[src/inc/ssr_pkg.sv]
package ssr_pkg;

    // Bus geometry
    localparam int ADDR_W     = 15;
    localparam int DATA_W     = 8;
    localparam int MATCH_W    = 14;

    // Command sequence addresses, low 14 bits only
    localparam logic [13:0] SEQ_ADDR_1      = 14'h0e38;
    localparam logic [13:0] SEQ_ADDR_2      = 14'h31c7;
    localparam logic [13:0] SEQ_ADDR_3      = 14'h03e0;
    localparam logic [13:0] SEQ_ADDR_4      = 14'h3c1f;
    localparam logic [13:0] SEQ_ADDR_5      = 14'h303f;
    localparam logic [13:0] SEQ_ADDR_STORE  = 14'h0fc0;
    localparam logic [13:0] SEQ_ADDR_RECALL = 14'h0c63;
    localparam int          SEQ_STEPS       = 6;

    // Timing
    localparam int CLK_PERIOD_NS       = 20;
    localparam int STORE_DURATION_US   = 10;
    localparam int RECALL_DURATION_US  = 20;
    localparam int STORE_CYCLES        = (STORE_DURATION_US * 1000 + CLK_PERIOD_NS - 1) / CLK_PERIOD_NS;
    localparam int RECALL_CYCLES       = (RECALL_DURATION_US * 1000 + CLK_PERIOD_NS - 1) / CLK_PERIOD_NS;
    localparam int SETUP_CYCLES        = 3;
    localparam int STROBE_CYCLES       = 3;
    localparam int GAP_CYCLES          = 2;
    localparam int WAIT_W              = 20;

    // Host request kinds
    typedef enum logic [1:0]
    {
        SSR_OP_READ   = 2'b00,
        SSR_OP_WRITE  = 2'b01,
        SSR_OP_STORE  = 2'b10,
        SSR_OP_RECALL = 2'b11
    } ssr_op_type;

endpackage : ssr_pkg

[src/core/ssr_host.sv]
`timescale 1ns/1ps

// Notes on behaviour
// RQ1 - STORE needs six reads: 0E38,31C7,03E0,3C1F,303F,0FC0 in order.
// RQ2 - RECALL needs same first five reads, then 0C63.
// RQ3 - First five sequence reads return ordinary stored bytes.
// RQ4 - Any other access mid-sequence aborts; no store or recall.
// RQ5 - Sequence steps use chip-enable-controlled reads, never writes.
// RQ6 - Write enable stays high through all six sequence cycles.
// RQ7 - Sequence valid whether or not output enable is low.
// RQ8 - Only the low 14 address bits select command steps.
// RQ9 - Device bus is disabled once a STORE triggers.
// RQ10 - Bus usable again after store duration elapses.
// RQ11 - STORE erases nonvolatile array then programs it from SRAM.
// RQ12 - RECALL clears SRAM then loads it from nonvolatile array.
// RQ13 - RECALL leaves nonvolatile data intact; unlimited recalls allowed.
// RQ14 - Bus usable again only after recall duration from start.
// RQ15 - Below supply switch threshold, stores and writes are blocked.
// RQ16 - Software STORE proceeds even without prior write.
// RQ17 - Read: chip enable, output enable low, write enable high; write: both low.
// RQ18 - Device restarts matcher on mismatch; step one address reseeds it.
module ssr_host
    import ssr_pkg::*;
#(
    parameter int ADDR_WIDTH    = ADDR_W,
    parameter int DATA_WIDTH    = DATA_W,
    parameter int STORE_WAIT    = STORE_CYCLES,
    parameter int RECALL_WAIT   = RECALL_CYCLES
)
(
    // Clock and reset
    input  wire logic                  clk,
    input  wire logic                  rstn,
    // User request
    input  wire logic                  req_valid,
    output logic                       req_ready,
    input  wire ssr_op_type            req_op,
    input  wire logic [ADDR_WIDTH-1:0] req_addr,
    input  wire logic [DATA_WIDTH-1:0] req_wdata,
    input  wire logic                  supply_low,
    // User answer
    output logic                       rsp_valid,
    output logic [DATA_WIDTH-1:0]      rsp_rdata,
    output logic                       rsp_refused,
    // Memory bus
    output logic [ADDR_WIDTH-1:0]      address_lines,
    input  wire logic [DATA_WIDTH-1:0] data_lines_in,
    output logic [DATA_WIDTH-1:0]      data_lines_out,
    output logic                       data_lines_oe,
    output logic                       chip_en_n,
    output logic                       write_en_n,
    output logic                       out_en_n
);

    typedef enum logic [2:0]
    {
        SSR_IDLE   = 3'b000,
        SSR_ACCESS = 3'b001,
        SSR_SEQ    = 3'b010,
        SSR_WAIT   = 3'b011,
        SSR_DONE   = 3'b100
    } ssr_state_type;

    ssr_state_type         state;
    ssr_state_type         next_state;
    ssr_op_type            op;
    logic [2:0]            step;
    logic [WAIT_W-1:0]     wait_count;
    logic                  cyc_start;
    logic                  cyc_strobe;
    logic                  cyc_sample;
    logic                  cyc_busy;
    logic                  cyc_done;
    logic                  cyc_busy_q;
    logic [MATCH_W-1:0]    seq_addr;
    logic                  is_write;
    logic                  is_cmd;
    logic                  refuse;
    logic                  accept;

    ////////////////////////////////////////////////////////////////////////////
    // Request decode
    assign is_write  = (req_op == SSR_OP_WRITE);
    assign is_cmd    = (req_op == SSR_OP_STORE) || (req_op == SSR_OP_RECALL);
    assign refuse    = supply_low && (is_write || req_op == SSR_OP_STORE);  // [RQ15]
    assign req_ready = (state == SSR_IDLE);
    assign accept    = req_valid && req_ready;
    assign cyc_done  = cyc_busy_q && !cyc_busy;

    // Address of the current sequence step
    always_comb
    begin
        unique case (step)
            3'd0:    seq_addr = SEQ_ADDR_1;                         // [RQ1] [RQ2]
            3'd1:    seq_addr = SEQ_ADDR_2;
            3'd2:    seq_addr = SEQ_ADDR_3;
            3'd3:    seq_addr = SEQ_ADDR_4;
            3'd4:    seq_addr = SEQ_ADDR_5;
            default: seq_addr = (op == SSR_OP_STORE) ? SEQ_ADDR_STORE : SEQ_ADDR_RECALL;
        endcase
    end

    // Next state
    always_comb
    begin
        next_state = state;
        unique case (state)
            SSR_IDLE:
                if (accept && !refuse)
                    next_state = is_cmd ? SSR_SEQ : SSR_ACCESS;
                else if (accept)
                    next_state = SSR_DONE;
            SSR_ACCESS:
                if (cyc_done)
                    next_state = SSR_DONE;
            SSR_SEQ:
                if (cyc_done && step == 3'(SEQ_STEPS - 1))
                    next_state = SSR_WAIT;                          // [RQ9]
            SSR_WAIT:
                if (wait_count == '0)
                    next_state = SSR_DONE;                          // [RQ10] [RQ14]
            SSR_DONE:
                next_state = SSR_IDLE;
            default:
                next_state = SSR_IDLE;
        endcase
    end

    // Launch a bus cycle on entry and between back-to-back sequence steps [RQ4]
    assign cyc_start = (state == SSR_ACCESS || state == SSR_SEQ) && !cyc_busy && !cyc_busy_q;

    ssr_cycle u_cycle
    (
        .clk    (clk),
        .rstn   (rstn),
        .start  (cyc_start),
        .strobe (cyc_strobe),
        .sample (cyc_sample),
        .busy   (cyc_busy)
    );

    ////////////////////////////////////////////////////////////////////////////
    // State and request capture
    always_ff @(posedge clk or negedge rstn)
    begin
        if (!rstn)
        begin
            state      <= SSR_IDLE;
            op         <= SSR_OP_READ;
            cyc_busy_q <= 1'b0;
        end
        else
        begin
            state      <= next_state;
            cyc_busy_q <= cyc_busy;
            if (accept)
                op <= req_op;
        end
    end

    // Step counter and post-command wait
    always_ff @(posedge clk or negedge rstn)
    begin
        if (!rstn)
        begin
            step       <= 3'd0;
            wait_count <= '0;
        end
        else
        begin
            if (accept)
                step <= 3'd0;
            else if (state == SSR_SEQ && cyc_done)
                step <= step + 3'd1;
            if (state == SSR_SEQ)
                wait_count <= (op == SSR_OP_STORE) ? WAIT_W'(STORE_WAIT) : WAIT_W'(RECALL_WAIT);
            else if (state == SSR_WAIT && wait_count != '0)
                wait_count <= wait_count - 1'b1;                    // [RQ10] [RQ14]
        end
    end

    // Bus pins from flip-flops
    always_ff @(posedge clk or negedge rstn)
    begin
        if (!rstn)
        begin
            address_lines  <= '0;
            data_lines_out <= '0;
            data_lines_oe  <= 1'b0;
            chip_en_n      <= 1'b1;
            write_en_n     <= 1'b1;
            out_en_n       <= 1'b1;
        end
        else
        begin
            if (accept)
            begin
                address_lines  <= req_addr;
                data_lines_out <= req_wdata;
            end
            else if (state == SSR_SEQ)
                address_lines <= ADDR_WIDTH'({1'b0, seq_addr});     // [RQ8]
            // Sequence steps strobe chip enable, write enable held high [RQ5] [RQ6] [RQ17]
            chip_en_n     <= !cyc_strobe;
            write_en_n    <= !(cyc_strobe && state == SSR_ACCESS && op == SSR_OP_WRITE);
            out_en_n      <= !(cyc_strobe && state == SSR_ACCESS && op == SSR_OP_READ);  // [RQ7]
            data_lines_oe <= cyc_busy && state == SSR_ACCESS && op == SSR_OP_WRITE;
        end
    end

    // Answer; sequence reads are not returned [RQ3]
    always_ff @(posedge clk or negedge rstn)
    begin
        if (!rstn)
        begin
            rsp_valid   <= 1'b0;
            rsp_rdata   <= '0;
            rsp_refused <= 1'b0;
        end
        else
        begin
            rsp_valid <= (next_state == SSR_DONE) && (state != SSR_DONE);
            if (accept)
                rsp_refused <= refuse;
            if (cyc_sample && state == SSR_ACCESS && op == SSR_OP_READ)
                rsp_rdata <= data_lines_in;
        end
    end

endmodule : ssr_host

[src/core/ssr_cycle.sv]
`timescale 1ns/1ps

// One chip-enable-controlled bus cycle: setup, strobe, gap
module ssr_cycle
    import ssr_pkg::*;
#(
    parameter int SETUP  = SETUP_CYCLES,
    parameter int STROBE = STROBE_CYCLES,
    parameter int GAP    = GAP_CYCLES
)
(
    // Clock and reset
    input  wire logic clk,
    input  wire logic rstn,
    // Control
    input  wire logic start,
    output logic      strobe,
    output logic      sample,
    output logic      busy
);

    localparam int TOTAL = SETUP + STROBE + GAP;

    logic [7:0] count;
    logic       running;

    ////////////////////////////////////////////////////////////////////////////
    // Phase decode
    assign busy   = running;
    assign strobe = running && (count >= 8'(SETUP)) && (count < 8'(SETUP + STROBE));
    assign sample = running && (count == 8'(SETUP + STROBE - 1));

    // Phase counter
    always_ff @(posedge clk or negedge rstn)
    begin
        if (!rstn)
        begin
            count   <= 8'h00;
            running <= 1'b0;
        end
        else if (!running)
        begin
            running <= start;
            count   <= 8'h00;
        end
        else
        begin
            running <= (count != 8'(TOTAL - 1));
            count   <= count + 8'h01;
        end
    end

endmodule : ssr_cycle

[config.mk]
export PLATFORM = sky130hd
export DESIGN_NAME = ssr_host
export DESIGN_NICKNAME = d
export VERILOG_FILES = /design/src/inc/ssr_pkg.sv /design/src/core/ssr_host.sv /design/src/core/ssr_cycle.sv
export SDC_FILE = /design/constraint.sdc
export NUM_CORES = 1
export LEC_CHECK = 0
export ABC_AREA = 0
export BUFFER_PORTS_ARGS = -buffer_cell sky130_fd_sc_hd__buf_2
export CAP_MARGIN = 10
export CORE_AREA = 2 2 94 96
export CTS_CLUSTER_SIZE = 30
export DETAILED_ROUTE_END_ITERATION = 10
export DIE_AREA = 0 0 96 98
export PLACE_DENSITY = 0.64
export SLEW_MARGIN = 10
export SYNTH_ARGS = -nofsm -noshare
export SYNTH_HDL_FRONTEND = slang
export SYNTH_HIERARCHICAL = 1
export SYNTH_SLANG_ARGS = --single-unit
[constraint.sdc]
create_clock -name clk -period 2.2 [get_ports clk]
set_input_delay 0.11 -clock clk [delete_from_list [all_inputs] [get_ports clk]]
set_output_delay 0.11 -clock clk [all_outputs]
set_load 0.01 [all_outputs]
==> Word-level counts from Yosys, hierarchy flattened <==
Index checks and enable logic that the tools add are counted.
{ "totals": {"elab_cells": 93, "mem_bits_ro": 0, "in_bits": 37, "latch_bits": 0, "ff_bits": 75, "ramBits": 0, "mem_count": 0} }
{ "classes": {"n_shift": 0, "n_addsub": 3, "n_reduce_logical": 37, "eq_ne": 17, "div": 0, "n_bitwise": 0, "mul": 0, "order_cmp": 2, "n_mux": 18} }
{ "op_table": {"columns": ["cell", "count"], "rows": [
  ["one-hot mux 14 bit (5 select lines)", 1],
  ["2-to-1 mux 20 bit", 2],
  ["2-to-1 mux 15 bit", 2],
  ["2-to-1 mux 3 bit", 7],
  ["logical AND 1 bit", 20],
  ["logical NOT 20 bit", 1],
  ["2-to-1 mux 10 bit", 2],
  ["nonzero test 20 bit", 1],
  ["subtractor 20 x 1 -> 20 bit (second input constant)", 1],
  ["equality test 3 x 2 -> 1 bit (second input constant)", 4],
  ["one-hot mux 3 bit (4 select lines)", 1],
  ["equality test 3 bit (second input constant)", 3],
  ["adder 8 x 1 -> 8 bit (second input constant)", 1],
  ["equality test 8 x 3 -> 1 bit (second input constant)", 1],
  [">= comparator 8 x 2 -> 1 bit (second input constant)", 1],
  ["< comparator 8 x 3 -> 1 bit (second input constant)", 1],
  ["2-to-1 mux 8 bit", 1],
  ["inequality test 8 x 3 -> 1 bit (second input constant)", 1],
  ["equality test 2 bit (second input constant)", 3],
  ["equality test 3 x 1 -> 1 bit (second input constant)", 2],
  ["logical NOT 1 bit", 6],
  ["logical NOT 3 bit", 2],
  ["nonzero test 2 bit", 3],
  ["equality test 2 x 1 -> 1 bit (second input constant)", 2],
  ["6 further kinds", 8]
]} }

==> Logic depth before layout (Yosys ltp) <==
{ "logic_depth": {"word_depth": 9, "ltp_mapped": 8, "depth_no_buf": 7} }

==> Cells and area by module <==
The synthesis kept the hierarchy.
{ "modules_own_cells": {"columns": ["mod", "seq_area_each_um2", "area_each_um2", "cells_per_inst", "n_inst"], "rows": [
  ["ssr_host", 1655.3, 3130.5, 319, 1],
  ["ssr_cycle", 225.2, 481.7, 46, 1]
]} }

==> Worst setup path before layout <==
OpenSTA, ideal clock, no wires.
{ "synth_timing": {"kind": "register to register", "start": "register wait_count[11]", "end": "register wait_count[6]", "slack_ns": -0.101, "setup_time_ns": 0.124, "path_stages_with_launch": 7, "n_path_buf": 1, "period_less_slack_ns": 2.301, "arrival_time_ns": 2.177, "cell_sequence": "dfrtp_1 or4_4 or4_1 buf_6 o21ai_1 o21ai_0 o31a_1"} }
{ "synth_between": {"elab_chain_len": 3} }
{ "synth_lines": {"columns": ["element", "line", "rtl"], "rows": [
  ["start, declared", "ssr_host.sv:68", "logic [WAIT_W-1:0] wait_count;"],
  ["start signal, assigned", "ssr_host.sv:176", "wait_count <= (op == SSR_OP_STORE) ? WAIT_W'(STORE_WAIT) : WAIT_W'(RECALL_WAIT);"],
  ["start signal, assigned", "ssr_host.sv:178", "wait_count <= wait_count - 1'b1;"],
  ["nonzero test 20 bit", "ssr_host.sv:177", "else if (state == SSR_WAIT && wait_count != '0)"],
  ["logical AND 1 bit", "ssr_host.sv:177", null],
  ["nonzero test 2 bit (no line)", null, null]
]} }
No other way between the ends.
A chain may end at the register's enable or synchronous reset.

==> Worst setup path after layout <==
{ "layout_timing": {"start": "register wait_count[14]", "end": "register wait_count[19]"} }
{ "layout_between": {"elab_chain_len": 3, "elab_cells_between_ends": 6, "classes_between": "add/sub: 1; mux: 2; reduce/logical: 3"} }
{ "layout_lines": {"columns": ["element", "line"], "rows": [
  ["subtractor 20 x 1 -> 20 bit or nonzero test 20 bit (tied branches)", "ssr_host.sv:178, ssr_host.sv:177"],
  ["2-to-1 mux 20 bit or logical AND 1 bit (tied branches)", "ssr_host.sv:177"],
  ["2-to-1 mux 20 bit or nonzero test 2 bit (tied branches)", null]
]} }
Parallel ways exist; a longest one is shown, timed or not. The select of a mux whose other input is x is not followed.

==> metrics.cfg <==
[timing]
worstMarginPinSlew_ps = 947
period_needed_ps = 2230
setup_ws_ps = -32.0
period_share_pct = 101
clock_skew_ps = 8.19
hold_viol = 0
slew_headroom_pct = 36.9
fmax_ghz = 0.448
finalSetupViolCount = 4
rsz0062_at_grt = yes
holdWs_ps = 32.3
drv_slew = 0

[cells_and_area]
final_cells = 606
syn2layout_area_growth_pct = 32.1
fin_area_mm2 = 0.00477
final_nets = 540
drive_gt1_share_pct = 29.3
multi_input_area_mm2 = 0.00163
regArea_mm2 = 0.00188
nFillCells = 741
num_antenna_cells = 0
utilization_pct = 56.4

[critical_path]
slowest_delay_ps = 560
critical_path_class = flip-flop to flip-flop
crit_chain = or4_4, or4_4, or3_1, or3_1, a21oi_2
critical-path-top-delay-family = simple AND/OR/NAND/NOR gates
endpoint_kind = flip-flop
r2r_setup_slack_ps = -30
worst_ep_required_time_ps = 2490
arrival_ps = 2520
r2r_start = wait_count[14]
regToRegEndpoint = wait_count[19]
worstPathBufferInverterCount = 0
slowest_stage = or4_4
worstSetupStartpointType = flip-flop
crit_fanout = 3
crit_start = wait_count[14]
rr_worst_depth = 5

[min_path]
hold_end = address_lines[9]
hold_class = input pin to flip-flop
min-delay-start = req_addr[9]
hold_depth = 3

[run_status]
outcome = finished, violations left
failed_checks = setup timing

[placed_design]
globalplace.congestion = 0.849
placedCellCount = 552
dpl.hpwl_mm = 5.62
portBuffers = 74
dpl_cell_area_mm2 = 0.00420

[routing]
drtIter0Drc = 81
viasPerCell = 5.11
drc = 0
drt-wirelength-per-cell_um = 14.5
dr.pass1.iters = 4
routed_wirelength_mm = 8.80
ant_nets = 0
num_vias = 3098

[flow_run]
drv_cap = 0

[yosys]
async_flop_share_pct = 100
synth_area_per_cell_um2 = 9.90
yosys.cell_count.top_type = dfrtp_1
synth_top_area_share_pct = 49.9
yosys_register_bits = 75
synth_common_cells = 72 x dfrtp_1, 60 x nand2_1, 33 x nand3_1, 26 x nor2_1, 19 x o21ai_0
dominantRegCellSynth = dfrtp_1
yosysTopAreaCell = dfrtp_1
synth_cells = 365
yosys-top-cells-area = dfrtp_1 50%, nand2_1 6.2%, nand3_1 4.6%, ha_1 3.5%, nor2_1 2.7%
syn_nets = 412
syn_area_mm2 = 0.00361
ys_seq_area_share_pct = 52.1
synth_edf_count = 0
ys_types = 52
ys_warn_count = 6

[floorplanning]
start_util_pct = 42.7
fp.dieW_um = 96
boundaryPins = 75
dieHeight_um = 98
coreArea_mm2 = 0.00847
rows = 34
dieArea_mm2 = 0.00941

[cts]
cts_made_buffers = 9
max-clock-path-buffers = 2
clock_latency_ps = 360
root_buffer = clkbuf_8
clkTransAtPathRegs_ps = 80
cts_tree = built
h-tree-depth = 3
clock-sinks = 75

[grt]
grt_pass1_vias = 3089
grt-ovfl-total = 0
grt_pass1_wl_mm = 14.6
track_usage_pct = 19.8
grt_max_degree = 76
antenna_found_initial = 0

[power_and_ir_drop]
powerDensity_mw_per_mm2 = 1100
leakagePower_nw = 2.19
total_power_mw = 5.24
ir_drop_v = 0.000615

## logic make-up after synthesis
kind of cell	after synthesis	share of synthesized area [%]
flip-flops	75	52.1
AND/OR/NAND/NOR	173	24.1
AO/OA/AOI/OAI	57	10.7
adder cells (fa/ha/maj)	10	3.46
buffers and inverters	30	4.23
multiplexers	11	3.33
XOR/XNOR	9	2.18
## registers in the layout, indices dropped and copies added, names as in the netlist, 2 cells and up
signal,count
u_cycle/count,8
address_lines,15
wait_count,20
op,2
state,3
rsp_rdata,8
step,3
data_lines_out,8
## timing repair
| item | CTS | global route |
|---|---|---|
| resized for setup | 2 | 4 |
| endpoints found under the setup margin | 6 | 15 |
| endpoints found under the hold margin | 103 | 0 |
| hold buffers | 32 | 0 |
| cloned | 0 | 1 |
| buffers inserted | 4 | 1 |
| pin swaps | 3 | 1 |
## how the worst max path moves through the flow
stage / to / slack, ps / depth (start not counted)
2_1_floorplan: wait_count[9] / 2 / 7
3_3_place_gp: wait_count[9] / 5 / 5
3_5_place_dp: wait_count[19] / -70 / 5
4_1_cts: wait_count[19] / -40 / 5
5_1_grt: wait_count[19] / -120 / 5
6_report: wait_count[19] / -30 / 5
## cell type report
| type | instances | share of cell area, % |
|---|---|---|
| clock buffer | 12 | 3.25 |
| clock inverter | 4 | 0.524 |
| sequential | 75 | 39.4 |
| inverter | 12 | 0.944 |
| tap | 108 | 2.83 |
| multi-input combinational | 261 | 34.1 |
| timing repair buffer | 134 | 18.9 |
## worst min-delay path: stages
cell,delay [ps]
buf_2,100
nor2_1,90
nor3_1,50
## metrics by stage
step,setup WS [ps],setup TNS [ps]
finish,-32.0,-55.7
global route,-117,-752
CTS,-36.0,-57.5
detailed placement,-69.9,-175
global placement,4.66,0
floorplan,1.69,0
## routing by layer
| metal | vias to the layer above | track usage, % | part of all wire, % | wire (um) |
|---|---|---|---|---|
| li1 | 1534 | - | - | - |
| met1 | 1497 | 25.2 | 45 | 3930 |
| met2 | 52 | 31.9 | 50 | 4430 |
| met3 | 15 | 3.86 | 2.9 | 253 |
| met4 | 0 | 9.56 | 2.1 | 187 |
| met5 | - | 0 | 0 | 0 |
## report_power, final
part,switching [mW],internal [mW],total (mW)
clock network,0.516,0.467,0.984
registers,0.331,1.83,2.16
logic,1.19,0.900,2.09
## cell usage in the layout (no fill, tap or decap), types with 6 or more instances in the layout
master and n:
buf_2 73, dfrtp_1 72, nand2_1 60, nand3_1 33, dlygate4sd3_1 32, buf_4 29
nor2_1 26, o21ai_0 17, inv_1 12, nor3_1 11, clkbuf_8 11, ha_1 10
mux2_2 8, or3_1 7, o211ai_1 7, xor2_1 6
(Power assumes the default switching activity.)
